==> config.mk <==
export PLATFORM = sky130hd
export DESIGN_NAME = dcmcd_top
export DESIGN_NICKNAME = d
export VERILOG_FILES = /design/src/pkg/dcmcd_pkg.sv /design/src/dcmcd_top.sv
export VERILOG_INCLUDE_DIRS = /design/src /design/src/pkg
export SDC_FILE = /design/constraint.sdc
export NUM_CORES = 1
export LEC_CHECK = 0
export ABC_CLOCK_PERIOD_IN_PS = 2600
export BUFFER_PORTS_ARGS = -buffer_cell sky130_fd_sc_hd__buf_2
export CAP_MARGIN = 20
export CORE_UTILIZATION = 35
export CTS_CLUSTER_DIAMETER = 60
export DETAILED_ROUTE_END_ITERATION = 8
export PLACE_DENSITY_LB_ADDON = 0.1
export REMOVE_ABC_BUFFERS = 1
export SLEW_MARGIN = 20
export SYNTH_ARGS = -nofsm -noshare
export SYNTH_HDL_FRONTEND = slang
export SYNTH_SLANG_ARGS = --single-unit
==> constraint.sdc <==
create_clock -name CLK_SYS_I -period 2.6 [get_ports CLK_SYS_I]
set_clock_uncertainty 0.15 [all_clocks]
set_input_delay 0.13 -clock CLK_SYS_I [delete_from_list [all_inputs] [get_ports CLK_SYS_I]]
set_output_delay 0.13 -clock CLK_SYS_I [all_outputs]
set_load 0.01 [all_outputs]
==> src/pkg/dcmcd_consts.svh <==
// Constants of the disk command, mode, configuration and diagnosis block
`ifndef DCMCD_CONSTS_SVH
`define DCMCD_CONSTS_SVH
`define A_ERR 10'h1f1
`define A_SCNT 10'h1f2
`define A_SNUM 10'h1f3
`define A_CYLL 10'h1f4
`define A_CYLH 10'h1f5
`define A_DRVH 10'h1f6
`define A_CMD 10'h1f7
`define OP_FEAT 8'hef
`define OP_MULT 8'hc6
`define OP_DIAG 8'h90
`define OP_RDM 8'hc4
`define OP_WRM 8'hc5
`define FEAT_XFER 8'h03
`define TY_PIO_DEF 5'h00
`define TY_PIO_FC 5'h01
`define TY_MDMA 5'h04
`define TY_UDMA 5'h08
`define MX_PIO_DEF 3'h0
`define MX_PIO_FC 3'h4
`define MX_MDMA 3'h2
`define MX_UDMA 3'h4
`define XFER_RST_TY 5'h01
`define XFER_RST_MD 3'h4
`define BLK_2 8'h02
`define BLK_4 8'h04
`define BLK_8 8'h08
`define BLK_16 8'h10
`define BYTE_ZERO 8'h00
`define TF_ONE 8'h01
`define ERR_ABRT 8'h04
`define DIAG_SLV_FAIL 8'h80
`define ST_BSY 7
`define ST_DRDY 6
`define ST_ERR 0
`define DRV_BIT 4
`define ID47_VAL 16'h8010
`define ID59_EN 8'h01
`define ID59_OFF 16'h0000
`define DIAG_WAIT_S 32'd5
`define CLK_HZ 32'd100000000
`endif

==> src/pkg/dcmcd_pkg.sv <==
// Types of the disk command, mode, configuration and diagnosis block
package dcmcd_pkg;
	typedef enum logic [2:0] {
		DCMCD_IDLE = 3'h0,
		DCMCD_EXEC = 3'h1,
		DCMCD_DSELF = 3'h3,
		DCMCD_DWAIT = 3'h2,
		DCMCD_DONE = 3'h6
	} dcmcd_state_t;
endpackage

==> src/dcmcd_top.sv <==
// Task-file command interpreter: transfer mode, block size, self-diagnosis
`timescale 1ns/1ps
`default_nettype none
`include "dcmcd_consts.svh"

// Operation
// Host loads feature 03h and a mode byte before the feature command.
// Mode byte: top five bits type, bottom three bits mode number.
// PIO mode 4 and multiword DMA mode 2 work without any selection; reset here selects PIO flow mode 4 only.
// Accept 00h as PIO default and 08h-0Ch as PIO flow modes 0-4.
// Accept 20h-22h as multiword DMA modes 0-2.
// Accept 40h-44h as Ultra DMA modes 0-4.
// Any other mode byte ends the command aborted.
// Block-size command C6h takes sector count; only 2, 4, 8, 16 valid.
// Block-size sets busy; valid count is stored and enables multi commands.
// Nonzero bad count aborts and disables multi commands.
// Zero count disables multi commands.
// Block-size completion clears busy and raises interrupt.
// Power-on or hardware reset leaves multi commands disabled.
// Software reset keeps multi enable and block count.
// Capability word reads 8010h.
// Current-setting word: 0000h disabled, else 01h and count.
// Diagnostic 90h runs on every device regardless of drive select.
// Master waits up to 5 s for the slave pass signal.
// Slave failure ORs 80h into the master diagnostic code.
// Only master clears busy and interrupts after diagnosis; here the slave also clears busy, only the interrupt is master-only.
// Codes: 01h pass, 03h buffer, 05h ROM, 8xh slave failure.
// Host may read slave status by selecting it.
// Feature command: busy, store parameters, clear busy, interrupt.
// Unsupported feature code aborts the command.
// After diagnosis: head and cylinders zero, sector regs 01h.
// Multi read or write while disabled aborts.
module dcmcd_top #(
	parameter int unsigned DIAG_WAIT_CYC = `DIAG_WAIT_S * `CLK_HZ
) (
	input wire logic CLK_SYS_I, // System clock
	input wire logic RESETN_I, // Hardware reset
	input wire logic CE_I, // Clock enable
	input wire logic SRST_I, // Software reset pulse
	input wire logic IS_SLAVE_I, // This unit is device 1
	input wire logic SLAVE_PRESENT_I, // Device 1 attached
	input wire logic [9:0] ADDR_I, // Task-file address
	input wire logic WR_I, // Write strobe
	input wire logic RD_I, // Read strobe
	input wire logic [7:0] WDATA_I, // Write data
	output logic [7:0] RDATA_O, // Read data
	output logic INTRQ_O, // Host interrupt
	output logic SELFTEST_REQ_O, // Start own self-test
	input wire logic SELFTEST_DONE_I, // Self-test finished
	input wire logic [7:0] SELFTEST_CODE_I, // Self-test code
	input wire logic PDIAG_N_I, // Pass-diagnostic pin in
	output logic PDIAG_N_O, // Pass-diagnostic pin out
	output logic PDIAG_OE_O, // Pass-diagnostic drive
	output logic MULT_EN_O, // Multi commands enabled
	output logic [7:0] MULT_CNT_O, // Sectors per block
	output logic MULT_GO_O, // Multi transfer start
	output logic [4:0] XFER_TYPE_O, // Transfer type
	output logic [2:0] XFER_MODE_O, // Transfer mode number
	output logic [15:0] ID_W47_O, // Multi capability word
	output logic [15:0] ID_W59_O // Multi setting word
);
	if (DIAG_WAIT_CYC < 2) begin : g_chk
		$error("DIAG_WAIT_CYC too small");
	end

	dcmcd_pkg::dcmcd_state_t st_q;
	logic [7:0] opc_q, feat_q, sc_q, sn_q, cl_q, ch_q, dh_q, err_q;
	logic bsy_q, abort_q, intrq_q, mult_en_q, diag_slv_q;
	logic [7:0] mult_cnt_q, diag_code_q;
	logic [31:0] wait_q;
	logic tf_wr, cmd_wr, sel_me, in_exec, in_done, mode_ok, blk_ok, exec_abort;
	logic st_rd, wait_end;

	// ************************************************
	// Decode
	// ************************************************
	function automatic logic chk_mode(input logic [7:0] b);
		logic [4:0] ty;
		logic [2:0] md;
		ty = b[7:3];
		md = b[2:0];
		case (ty)
			`TY_PIO_DEF: chk_mode = (md <= `MX_PIO_DEF);
			`TY_PIO_FC: chk_mode = (md <= `MX_PIO_FC);
			`TY_MDMA: chk_mode = (md <= `MX_MDMA);
			`TY_UDMA: chk_mode = (md <= `MX_UDMA);
			default: chk_mode = 1'b0;
		endcase
	endfunction

	assign sel_me = (dh_q[`DRV_BIT] == IS_SLAVE_I);
	assign tf_wr = CE_I & WR_I & ~bsy_q;
	// Diagnostic is taken whatever drive select holds
	assign cmd_wr = tf_wr & (ADDR_I == `A_CMD) & (sel_me | (WDATA_I == `OP_DIAG));
	assign st_rd = CE_I & RD_I & (ADDR_I == `A_CMD);
	assign in_exec = (st_q == dcmcd_pkg::DCMCD_EXEC);
	assign in_done = (st_q == dcmcd_pkg::DCMCD_DONE);
	assign mode_ok = chk_mode(sc_q);
	assign blk_ok = (sc_q == `BLK_2) | (sc_q == `BLK_4) | (sc_q == `BLK_8) | (sc_q == `BLK_16);
	assign wait_end = (wait_q == DIAG_WAIT_CYC - 32'd1);

	always_comb begin
		case (opc_q)
			`OP_FEAT: exec_abort = ~((feat_q == `FEAT_XFER) & mode_ok);
			`OP_MULT: exec_abort = (sc_q != `BYTE_ZERO) & ~blk_ok;
			`OP_DIAG: exec_abort = 1'b0;
			`OP_RDM, `OP_WRM: exec_abort = ~mult_en_q;
			default: exec_abort = 1'b1;
		endcase
	end

	// ************************************************
	// Sequencer
	// ************************************************
	always_ff @(posedge CLK_SYS_I or negedge RESETN_I) begin
		if (!RESETN_I) begin
			st_q <= dcmcd_pkg::DCMCD_IDLE;
			opc_q <= `BYTE_ZERO;
			bsy_q <= 1'b0;
			abort_q <= 1'b0;
			wait_q <= '0;
		end else if (CE_I) begin
			if (SRST_I) begin
				st_q <= dcmcd_pkg::DCMCD_IDLE;
				bsy_q <= 1'b0;
				abort_q <= 1'b0;
			end else begin
				case (st_q)
					dcmcd_pkg::DCMCD_IDLE: begin
						if (cmd_wr) begin
							opc_q <= WDATA_I;
							bsy_q <= 1'b1;
							abort_q <= 1'b0;
							st_q <= dcmcd_pkg::DCMCD_EXEC;
						end
					end
					dcmcd_pkg::DCMCD_EXEC: begin
						abort_q <= exec_abort;
						if (opc_q == `OP_DIAG) begin
							st_q <= dcmcd_pkg::DCMCD_DSELF;
						end else begin
							st_q <= dcmcd_pkg::DCMCD_DONE;
						end
					end
					dcmcd_pkg::DCMCD_DSELF: begin
						wait_q <= '0;
						if (SELFTEST_DONE_I) begin
							if (!IS_SLAVE_I && SLAVE_PRESENT_I) begin
								st_q <= dcmcd_pkg::DCMCD_DWAIT;
							end else begin
								st_q <= dcmcd_pkg::DCMCD_DONE;
							end
						end
					end
					dcmcd_pkg::DCMCD_DWAIT: begin
						wait_q <= wait_q + 32'd1;
						// Bounded wait, slave silence counts as failure
						if (!PDIAG_N_I || wait_end) begin
							st_q <= dcmcd_pkg::DCMCD_DONE;
						end
					end
					dcmcd_pkg::DCMCD_DONE: begin
						bsy_q <= 1'b0;
						st_q <= dcmcd_pkg::DCMCD_IDLE;
					end
					default: st_q <= dcmcd_pkg::DCMCD_IDLE;
				endcase
			end
		end
	end

	// ************************************************
	// Task-file registers
	// ************************************************
	always_ff @(posedge CLK_SYS_I or negedge RESETN_I) begin
		if (!RESETN_I) begin
			feat_q <= `BYTE_ZERO;
			sc_q <= `TF_ONE;
			sn_q <= `TF_ONE;
			cl_q <= `BYTE_ZERO;
			ch_q <= `BYTE_ZERO;
			dh_q <= `BYTE_ZERO;
		end else if (CE_I) begin
			if (in_done && opc_q == `OP_DIAG) begin
				sc_q <= `TF_ONE;
				sn_q <= `TF_ONE;
				cl_q <= `BYTE_ZERO;
				ch_q <= `BYTE_ZERO;
				dh_q <= `BYTE_ZERO;
			end else if (tf_wr) begin
				case (ADDR_I)
					`A_ERR: feat_q <= WDATA_I;
					`A_SCNT: sc_q <= WDATA_I;
					`A_SNUM: sn_q <= WDATA_I;
					`A_CYLL: cl_q <= WDATA_I;
					`A_CYLH: ch_q <= WDATA_I;
					`A_DRVH: dh_q <= WDATA_I;
					default: ;
				endcase
			end
		end
	end

	// ************************************************
	// Stored modes
	// ************************************************
	// Block setting has no software-reset branch on purpose
	always_ff @(posedge CLK_SYS_I or negedge RESETN_I) begin
		if (!RESETN_I) begin
			mult_en_q <= 1'b0;
			mult_cnt_q <= `BYTE_ZERO;
		end else if (CE_I && !SRST_I && in_exec && opc_q == `OP_MULT) begin
			mult_en_q <= blk_ok;
			if (blk_ok) begin
				mult_cnt_q <= sc_q;
			end
		end
	end

	// Reset value serves the PIO 4 timing only (flow type, mode 4); MDMA 2 is not selected
	always_ff @(posedge CLK_SYS_I or negedge RESETN_I) begin
		if (!RESETN_I) begin
			XFER_TYPE_O <= `XFER_RST_TY;
			XFER_MODE_O <= `XFER_RST_MD;
		end else if (CE_I && in_exec && opc_q == `OP_FEAT && !exec_abort) begin
			XFER_TYPE_O <= sc_q[7:3];
			XFER_MODE_O <= sc_q[2:0];
		end
	end

	// ************************************************
	// Diagnosis
	// ************************************************
	always_ff @(posedge CLK_SYS_I or negedge RESETN_I) begin
		if (!RESETN_I) begin
			diag_code_q <= `TF_ONE;
			diag_slv_q <= 1'b0;
			SELFTEST_REQ_O <= 1'b0;
			PDIAG_OE_O <= 1'b0;
		end else if (CE_I) begin
			SELFTEST_REQ_O <= in_exec && opc_q == `OP_DIAG && !SRST_I;
			diag_slv_q <= 1'b0;
			if (cmd_wr || SRST_I) begin
				PDIAG_OE_O <= 1'b0;
			end
			if (st_q == dcmcd_pkg::DCMCD_DSELF && SELFTEST_DONE_I) begin
				diag_code_q <= SELFTEST_CODE_I;
				// Slave reports a pass to the master by pulling the pin
				PDIAG_OE_O <= IS_SLAVE_I && SELFTEST_CODE_I == `TF_ONE;
			end
			if (st_q == dcmcd_pkg::DCMCD_DWAIT && PDIAG_N_I && wait_end) begin
				diag_code_q <= diag_code_q | `DIAG_SLV_FAIL;
				diag_slv_q <= 1'b1;
			end
		end
	end

	// ************************************************
	// Completion
	// ************************************************
	always_ff @(posedge CLK_SYS_I or negedge RESETN_I) begin
		if (!RESETN_I) begin
			err_q <= `BYTE_ZERO;
			intrq_q <= 1'b0;
			MULT_GO_O <= 1'b0;
		end else if (CE_I) begin
			MULT_GO_O <= in_exec && !exec_abort && !SRST_I &&
				(opc_q == `OP_RDM || opc_q == `OP_WRM);
			if (in_done && !SRST_I) begin
				err_q <= (opc_q == `OP_DIAG) ? diag_code_q : (abort_q ? `ERR_ABRT : `BYTE_ZERO);
			end
			// Completion wins over a clearing status read
			if (in_done && !SRST_I && !(opc_q == `OP_DIAG && IS_SLAVE_I)) begin
				intrq_q <= 1'b1;
			end else if (st_rd || cmd_wr || SRST_I) begin
				intrq_q <= 1'b0;
			end
		end
	end

	always_ff @(posedge CLK_SYS_I or negedge RESETN_I) begin
		if (!RESETN_I) begin
			RDATA_O <= `BYTE_ZERO;
			ID_W47_O <= `ID47_VAL;
			ID_W59_O <= `ID59_OFF;
		end else if (CE_I) begin
			ID_W47_O <= `ID47_VAL;
			ID_W59_O <= mult_en_q ? {`ID59_EN, mult_cnt_q} : `ID59_OFF;
			if (RD_I) begin
				case (ADDR_I)
					`A_ERR: RDATA_O <= err_q;
					`A_SCNT: RDATA_O <= sc_q;
					`A_SNUM: RDATA_O <= sn_q;
					`A_CYLL: RDATA_O <= cl_q;
					`A_CYLH: RDATA_O <= ch_q;
					`A_DRVH: RDATA_O <= dh_q;
					`A_CMD: begin
						RDATA_O <= `BYTE_ZERO;
						RDATA_O[`ST_BSY] <= bsy_q;
						RDATA_O[`ST_DRDY] <= ~bsy_q;
						RDATA_O[`ST_ERR] <= abort_q;
					end
					default: RDATA_O <= `BYTE_ZERO;
				endcase
			end
		end
	end

	assign INTRQ_O = intrq_q;
	assign MULT_EN_O = mult_en_q;
	assign MULT_CNT_O = mult_cnt_q;
	assign PDIAG_N_O = 1'b0;

	// ************************************************
	// Assertions
	// ************************************************
	property p_mode_abort;
		@(posedge CLK_SYS_I) disable iff (!RESETN_I)
		CE_I && !SRST_I && in_exec && opc_q == `OP_FEAT && !mode_ok |=> abort_q;
	endproperty
	a_mode_abort: assert property (p_mode_abort) else $error("bad mode not aborted");

	property p_mode_store;
		@(posedge CLK_SYS_I) disable iff (!RESETN_I)
		CE_I && in_exec && opc_q == `OP_FEAT && feat_q == `FEAT_XFER && mode_ok
		|=> {XFER_TYPE_O, XFER_MODE_O} == $past(sc_q) && !abort_q;
	endproperty
	a_mode_store: assert property (p_mode_store) else $error("mode not stored");

	property p_blk_store;
		@(posedge CLK_SYS_I) disable iff (!RESETN_I)
		CE_I && !SRST_I && in_exec && opc_q == `OP_MULT && blk_ok
		|=> mult_en_q && mult_cnt_q == $past(sc_q) ##2 ID_W59_O == {`ID59_EN, $past(sc_q, 3)};
	endproperty
	a_blk_store: assert property (p_blk_store) else $error("block count not stored");

	property p_blk_bad;
		@(posedge CLK_SYS_I) disable iff (!RESETN_I)
		CE_I && !SRST_I && in_exec && opc_q == `OP_MULT && sc_q != `BYTE_ZERO && !blk_ok
		|=> !mult_en_q && abort_q;
	endproperty
	a_blk_bad: assert property (p_blk_bad) else $error("bad count accepted");

	property p_blk_zero;
		@(posedge CLK_SYS_I) disable iff (!RESETN_I)
		CE_I && !SRST_I && in_exec && opc_q == `OP_MULT && sc_q == `BYTE_ZERO
		|=> !mult_en_q && !abort_q;
	endproperty
	a_blk_zero: assert property (p_blk_zero) else $error("zero count mishandled");

	property p_done_irq;
		@(posedge CLK_SYS_I) disable iff (!RESETN_I)
		CE_I && !SRST_I && in_exec && opc_q != `OP_DIAG
		|=> in_done ##1 (INTRQ_O && !bsy_q);
	endproperty
	a_done_irq: assert property (p_done_irq) else $error("no completion interrupt");

	property p_srst_keep;
		@(posedge CLK_SYS_I) disable iff (!RESETN_I)
		SRST_I |=> $stable(mult_en_q) && $stable(mult_cnt_q);
	endproperty
	a_srst_keep: assert property (p_srst_keep) else $error("soft reset lost setting");

	property p_slave_fail;
		@(posedge CLK_SYS_I) disable iff (!RESETN_I)
		CE_I && !SRST_I && st_q == dcmcd_pkg::DCMCD_DWAIT && PDIAG_N_I && wait_end
		|=> in_done && diag_code_q[7] ##1 err_q[7] && INTRQ_O;
	endproperty
	a_slave_fail: assert property (p_slave_fail) else $error("slave failure not flagged");

	property p_slave_quiet;
		@(posedge CLK_SYS_I) disable iff (!RESETN_I)
		CE_I && in_done && opc_q == `OP_DIAG && IS_SLAVE_I && !INTRQ_O |=> !INTRQ_O;
	endproperty
	a_slave_quiet: assert property (p_slave_quiet) else $error("slave interrupted");

	property p_diag_regs;
		@(posedge CLK_SYS_I) disable iff (!RESETN_I)
		CE_I && in_done && opc_q == `OP_DIAG
		|=> sc_q == `TF_ONE && sn_q == `TF_ONE && dh_q == `BYTE_ZERO && ch_q == `BYTE_ZERO;
	endproperty
	a_diag_regs: assert property (p_diag_regs) else $error("diag registers wrong");

	property p_multi_reject;
		@(posedge CLK_SYS_I) disable iff (!RESETN_I)
		CE_I && !SRST_I && in_exec && (opc_q == `OP_RDM || opc_q == `OP_WRM) && !mult_en_q
		|=> abort_q && !MULT_GO_O;
	endproperty
	a_multi_reject: assert property (p_multi_reject) else $error("multi not rejected");

	c_slave_fail: cover property (@(posedge CLK_SYS_I) disable iff (!RESETN_I)
		st_q == dcmcd_pkg::DCMCD_DWAIT && wait_end && PDIAG_N_I);
	c_blk_ok: cover property (@(posedge CLK_SYS_I) disable iff (!RESETN_I)
		in_exec && opc_q == `OP_MULT && blk_ok);
	c_mode_ok: cover property (@(posedge CLK_SYS_I) disable iff (!RESETN_I)
		in_exec && opc_q == `OP_FEAT && !exec_abort);
endmodule // dcmcd_top
`default_nettype wire

# After elaboration in Yosys (flattened, before gate mapping)
# Index checks and enable logic that the tools add are counted.
[op_classes]
bitwise_logic = 19
eq_ne = 31
n_mux = 41
n_reduce_logical = 65
n_lt_le_gt_ge = 3
addsub = 1
[op_table]
columns = ["cell", "n"]
rows = [
  ["$mux W8", 18],
  ["$eq A10 B9 Y1 const B", 7],
  ["$pmux W32 S2", 1],
  ["$pmux W8 S7", 1],
  ["$eq A8 B8 Y1 const B", 6],
  ["$add A32 B1 Y32 const B", 1],
  ["$eq A32 B29 Y1 const B", 1],
  ["$reduce_and A3 Y1", 9],
  ["$mux W3", 7],
  ["$logic_and A1 B1 Y1", 20],
  ["$reduce_bool A2 Y1", 10],
  ["$eq A8 B2 Y1 const B", 2],
  ["$pmux W3 S4", 1],
  ["$reduce_and A2 Y1", 6],
  ["$reduce_and A4 Y1", 3],
  ["$mux W9", 1],
  ["$ne A3 B3 Y1 const B", 3],
  ["$and A1 B1 Y1", 8],
  ["$eq A8 B1 Y1 const B", 1],
  ["$eq A8 B3 Y1 const B", 1],
  ["$eq A8 B4 Y1 const B", 1],
  ["$eq A8 B5 Y1 const B", 1],
  ["$mux W1", 8],
  ["$reduce_bool A8 Y1", 1],
  ["21 further kinds", 42],
]
[word_totals]
regBits = 154
out_inout_bits = 62
inputBits = 36
word_cells = 184

# Logic depth before layout (Yosys ltp)
[depth]
ltp_word = 11
ltp_mapped = 7
mapped_depth_nobuf = 6

# Least setup slack after synthesis
# OpenSTA, ideal clock, no wires.
[synth_timing]
path_kind = "flip-flop to flip-flop"
start = "reg opc_q[0]"
end = "reg XFER_MODE_O[1]"
setup_ns = 0.128
arrival_ns = 1.948
setup_slack_ns = 0.374
stages_incl_launch_ff = 7
path_cell_list = "dfrtp_1 > or3_1 > nor4_2 > buf_4 > o22ai_1 > a21oi_4 > mux2_1"
[synth_between]
elab_chain_cells = 5
elab_cells_between_ends = 10
cone_classes = "eq/ne (5); mux (1); reduce/logical (4)"
[synth_rtl]
columns = ["element", "line_no", "source"]
rows = [
  ["from (decl)", "dcmcd_top.sv:67", "logic [7:0] opc_q, feat_q, sc_q, sn_q, cl_q, ch_q, dh_q, err_q;"],
  ["from (signal assigned)", "dcmcd_top.sv:118", "opc_q <= `BYTE_ZERO;"],
  ["$eq A8 B8 Y1", "dcmcd_top.sv:103", "case (opc_q)"],
  ["$reduce_or A2 Y1", "dcmcd_top.sv:103", ""],
  ["$pmux W1 S4", "dcmcd_top.sv:103", ""],
  ["$logic_not A1 Y1", "dcmcd_top.sv:225", "end else if (CE_I && in_exec && opc_q == `OP_FEAT && !exec_abort) begin"],
  ["$logic_and A1 B1 Y1 (*)", "dcmcd_top.sv:225", ""],
  ["to (signal assigned)", "dcmcd_top.sv:224", "XFER_MODE_O <= `XFER_RST_MD;"],
  ["to (signal assigned)", "dcmcd_top.sv:227", "XFER_MODE_O <= sc_q[2:0];"],
  ["to (decl)", "dcmcd_top.sv:58", "output logic [2:0] XFER_MODE_O,"],
]
# Every way passes the cells marked *; elsewhere a longest branch is shown, timed or not.
# A chain may end at the register's enable or synchronous reset.

# Final worst setup path
[layout_timing]
start = "reg wait_q[12]"
end = "reg st_q[2]"
[layout_between]
elab_chain_cells = 4
[layout_rtl]
columns = ["element", "line_no", "source"]
rows = [
  ["from (decl)", "dcmcd_top.sv:70", "logic [31:0] wait_q;"],
  ["from (signal assigned)", "dcmcd_top.sv:156", "wait_q <= wait_q + 32'd1;"],
  ["$eq A32 B29 Y1", "dcmcd_top.sv:100", "assign wait_end = (wait_q == DIAG_WAIT_CYC - 32'd1);"],
  ["$logic_or A1 B1 Y1", "dcmcd_top.sv:158", "if (!PDIAG_N_I || wait_end) begin"],
  ["$ne A3 B3 Y1 (no line)", "-", ""],
  ["$reduce_and A4 Y1 (no line)", "-", ""],
  ["to (signal assigned)", "dcmcd_top.sv:159", "st_q <= dcmcd_pkg::DCMCD_DONE;"],
  ["to (signal assigned)", "dcmcd_top.sv:164", "st_q <= dcmcd_pkg::DCMCD_IDLE;"],
  ["to (signal assigned)", "dcmcd_top.sv:166", "default: st_q <= dcmcd_pkg::DCMCD_IDLE;"],
  ["to (decl)", "dcmcd_top.sv:66", "dcmcd_pkg::dcmcd_state_t st_q;"],
]
# Every way passes these cells.

==> run summary <==
RUN STATUS
--------------------------------------------------------------------------------
Run status                                                          finished clean

WORST SETUP PATH
--------------------------------------------------------------------------------
Kind of launch point of the worst setup path                            register
Kind of end point of the critical path                                  register
CP max FO                                                                      5
Crit path required time                                                  2.78 ns
Critical R2R Launch                                                   wait_q[12]
Worst R2R Path Depth                                                           5
Worst reg-to-reg setup slack                                             0.16 ns
R2R Path End                                                             st_q[2]
Critical setup path kind                                              reg -> reg
Arrival time of data at the critical path endpoint                       2.62 ns

DETAILED ROUTING
--------------------------------------------------------------------------------
Initial drt markers                                                          288
Number of detailed-route iterations in the first pass                          5
Average wire per standard cell                                          18.53 um
Remaining antenna violation count                                              0
Remaining DRCs                                                                 0
Number of vias per cell                                                    5.293
Via count                                                                   5701
Routed wire length                                                      19960 um

PWR
--------------------------------------------------------------------------------
Relative contribution of sequential cells to total power                   0.419
Internal portion of total power                                         4.458 mW
Net Switching                                                           1.480 mW
Pleak                                                                   4.147 nW
Net Sw Frac                                                               0.2493
Clock share of power                                                       0.472
Post-layout total power                                                 5.938 mW
PD cells                                                            674.7 mW/mm^2
Share of total power in combinational logic                                0.110
Worst IR drop on VDD                                                   0.4014 mV

CTS
--------------------------------------------------------------------------------
Number of setup buffers added after CTS                                        0
Sink Count                                                                   147
Inserted Clock Buffers                                                        17
CTS Root Buffer Type                                                   clkbuf_16
H-tree lvl count                                                               4
Worst-Skew Late Latency                                                  0.42 ns
Clock slew at reported path FFs                                          0.06 ns
Number of buffers between clock root and the deepest sink                      2
TritonCTS clock tree                                                         yes

GRT
--------------------------------------------------------------------------------
Gr ovfl total                                                                  0
Pin count of the biggest net entering global routing                          66
Via count of the first global-routing pass                                  5812
Total Routing Usage GR                                                    0.1957
Initial antenna violation count                                                0
Global-route wire length before repair                                  31970 um

TIMING
--------------------------------------------------------------------------------
Number of failing setup endpoints in the final timing report                   0
Shortest period the worst path allows                                   2.440 ns
F_max                                                                  409.8 MHz
Setup tns final                                                             0 ns
Worst-case setup margin in the final layout                            0.1597 ns
Post-route clock period utilization                                       0.9386
Setup repair after global routing missed its margin                           no
Final max-slew violation count                                                 0
Max-Slew Margin vs Limit                                                  0.4340
Final Hold Viols                                                               0
Tightest Pin Transition                                                0.8426 ns

YOSYS
--------------------------------------------------------------------------------
Most numerous cell in the Yosys netlist                                  dfrtp_1
Synthesized area                                                    0.007226 sq mm
Sequential share of the synthesized area                                  0.5100
Commonest cells in the netlist                                      142 x dfrtp_1, 55 x nand2_1, 45 x a22o_1, 42 x nor2_1, 38 x o21ai_0
Cell type with the highest aggregate area in the netlist                 dfrtp_1
Number of enable-type register cells in the synthesized netlist                0
Instance count of the mapped netlist                                         690
Post-synthesis sequential element count                                      147
Post-synth cell types                                                         70
Top cells by area, synth                                            dfrtp_1 49%, a22o_1 5.5%, mux2_1 3.0%
Most used DFF post-synth                                                 dfrtp_1
Share of synthesized registers carrying an async set or reset              1.000
Number of warnings printed during yosys synthesis                              0
Fraction of post-synthesis cell area in the top cell type by area         0.4918
Mean Syn Cell Area                                                   10.47 sq um

FINISH
--------------------------------------------------------------------------------
Biggest register                                                          wait_q
Area Growth Syn to Fin                                                    21.80%
Fraction of the core area covered by cells at the end of the flow         0.4349
Flip-flop count of the largest register after layout                          32
Registers with the most flip-flops                                  wait_q x32, ID_W59_O x9
Fraction of layout cells with a size suffix above 1                       0.2107
Multi-input gate area                                               0.003209 sq mm
FILL cells                                                                  1969
Total Nets Final                                                             831
Sequential cell area                                                0.003685 sq mm
Diodes inserted                                                                0

FLOORPLAN
--------------------------------------------------------------------------------
Die X                                                                   145.7 um
Starting density of the core                                              0.3571
Total number of placement rows                                                52
Number of top-level design ports                                              98
Die ar.                                                             0.02122 sq mm
DIE HEIGHT                                                              145.7 um
CORE AREA                                                           0.02023 sq mm

FLOW RUN
--------------------------------------------------------------------------------
Max_cap viols                                                                  0

PLACE
--------------------------------------------------------------------------------
GPL Wtd Cong                                                              0.8680
HPWL after DPL                                                          14260 um
Input/output buffers                                                          73
Setup slack at placement                                               0.1461 ns

WORST HOLD PATH
--------------------------------------------------------------------------------
Worst min-delay path class                                             in -> reg
Number of cells traversed by the worst hold path                               2
Worst hold start                                                      WDATA_I[1]
Worst Hold Path EP                                                       ch_q[1]

worst max-delay path, cell delays in order, from the launching register on:
cell and delay [ns]:
dfrtp_1 0.42, or4b_1 0.54, or4_1 0.50, nor4_2 0.40, o21ai_1 0.12, o32ai_2 0.22
per-stage QoR:
| step | instances | cell area (sq um) | hold WS (ns) |
|---|---|---|---|
| 3_3_place_gp | 1025 | 7915 | 0.03205 |
| 2_1_floorplan | 652 | 6968 | -0.3156 |
| 3_5_place_dp | 1025 | 7915 | 0.02667 |
| 4_1_cts | 1077 | 8792 | 0.008678 |
| 5_1_grt | 1077 | 8801 | 0.01596 |
| 6_report | 1077 | 8801 | 0.02677 |
layer usage:
layer | up-vias | part of all wire | track usage
met4 | 0 | 0.019 | 0.06526
met2 | 134 | 0.49 | 0.3232
met3 | 25 | 0.041 | 0.03981
met1 | 2855 | 0.45 | 0.2561
li1 | 2687 | - | -
met5 | - | 0 | 0
worst max path at each step:
stage | start | to | cells after the start
final | wait_q[12] | st_q[2] | 5
after global routing | wait_q[12] | st_q[2] | 5
after CTS | opc_q[0] | feat_q[4] | 5
after detailed placement | opc_q[0] | feat_q[4] | 5
after global placement | feat_q[6] | XFER_MODE_O[1] | 6
after floorplan | opc_q[0] | feat_q[0] | 5
cell type report:
cell class | instances | area share
tap | 270 | 0.03838
clock buffer | 21 | 0.05459
sequential | 147 | 0.4187
clock inverter | 11 | 0.02232
timing repair buffer | 123 | 0.09198
multi-input combinational | 483 | 0.3647
inverter | 22 | 0.009383
repair_timing:
action                                  in CTS  in global routing
gates resized for setup                      0                  1
endpoints found under the hold margin       98                  0
endpoints found under the setup margin       0                  2
hold buffers                                20                  0
placed cells by master (no fill, tap or decap), types with 5 or more instances in the layout:
| cell type | netlist | routed |
|---|---|---|
| buf_2 | 6 | 72 |
| dlygate4sd3_1 | 0 | 20 |
| nand3_1 | 32 | 32 |
| o22ai_1 | 5 | 5 |
| a21oi_1 | 16 | 16 |
| xnor2_1 | 12 | 12 |
| nand2_1 | 55 | 55 |
| bufinv_16 | 0 | 5 |
| a22o_1 | 45 | 45 |
| dfrtp_1 | 142 | 142 |
| inv_1 | 21 | 21 |
| dfstp_2 | 5 | 5 |
| mux2i_1 | 11 | 11 |
| conb_1 | 2 | 24 |
| nand4_1 | 11 | 11 |
| xor2_1 | 9 | 9 |
| buf_4 | 25 | 29 |
| o21ai_0 | 38 | 38 |
| nor3_1 | 23 | 23 |
| and3_1 | 13 | 13 |
| mux2_1 | 19 | 19 |
| nor2_1 | 42 | 42 |
| clkbuf_16 | 0 | 17 |
| nor2b_1 | 14 | 14 |
| mux2_2 | 16 | 16 |
| or4_1 | 8 | 8 |
| nor4_1 | 10 | 10 |
| nand3b_1 | 5 | 5 |
kinds of logic after synthesis:
logic type	after synthesis	synth area share
AO/OA/AOI/OAI	147	0.1467
XOR/XNOR	21	0.02546
adder cells (fa/ha/maj)	1	0.001731
buffers and inverters	82	0.05853
flip-flops	147	0.5100
multiplexers	48	0.07602
other	2	0.001039
AND/OR/NAND/NOR	242	0.1806
power by group through the flow:
stage | registers (mW) | logic [mW] | clock network [mW]
floorplan | 2.52 | 0.325 | 0
global placement | 2.52 | 0.619 | 0
detailed placement | 2.53 | 0.630 | 0
CTS | 2.49 | 0.657 | 2.86
global route | 2.50 | 0.735 | 2.96
finish | 2.49 | 0.652 | 2.80
Power figures use the tool's default switching activity.
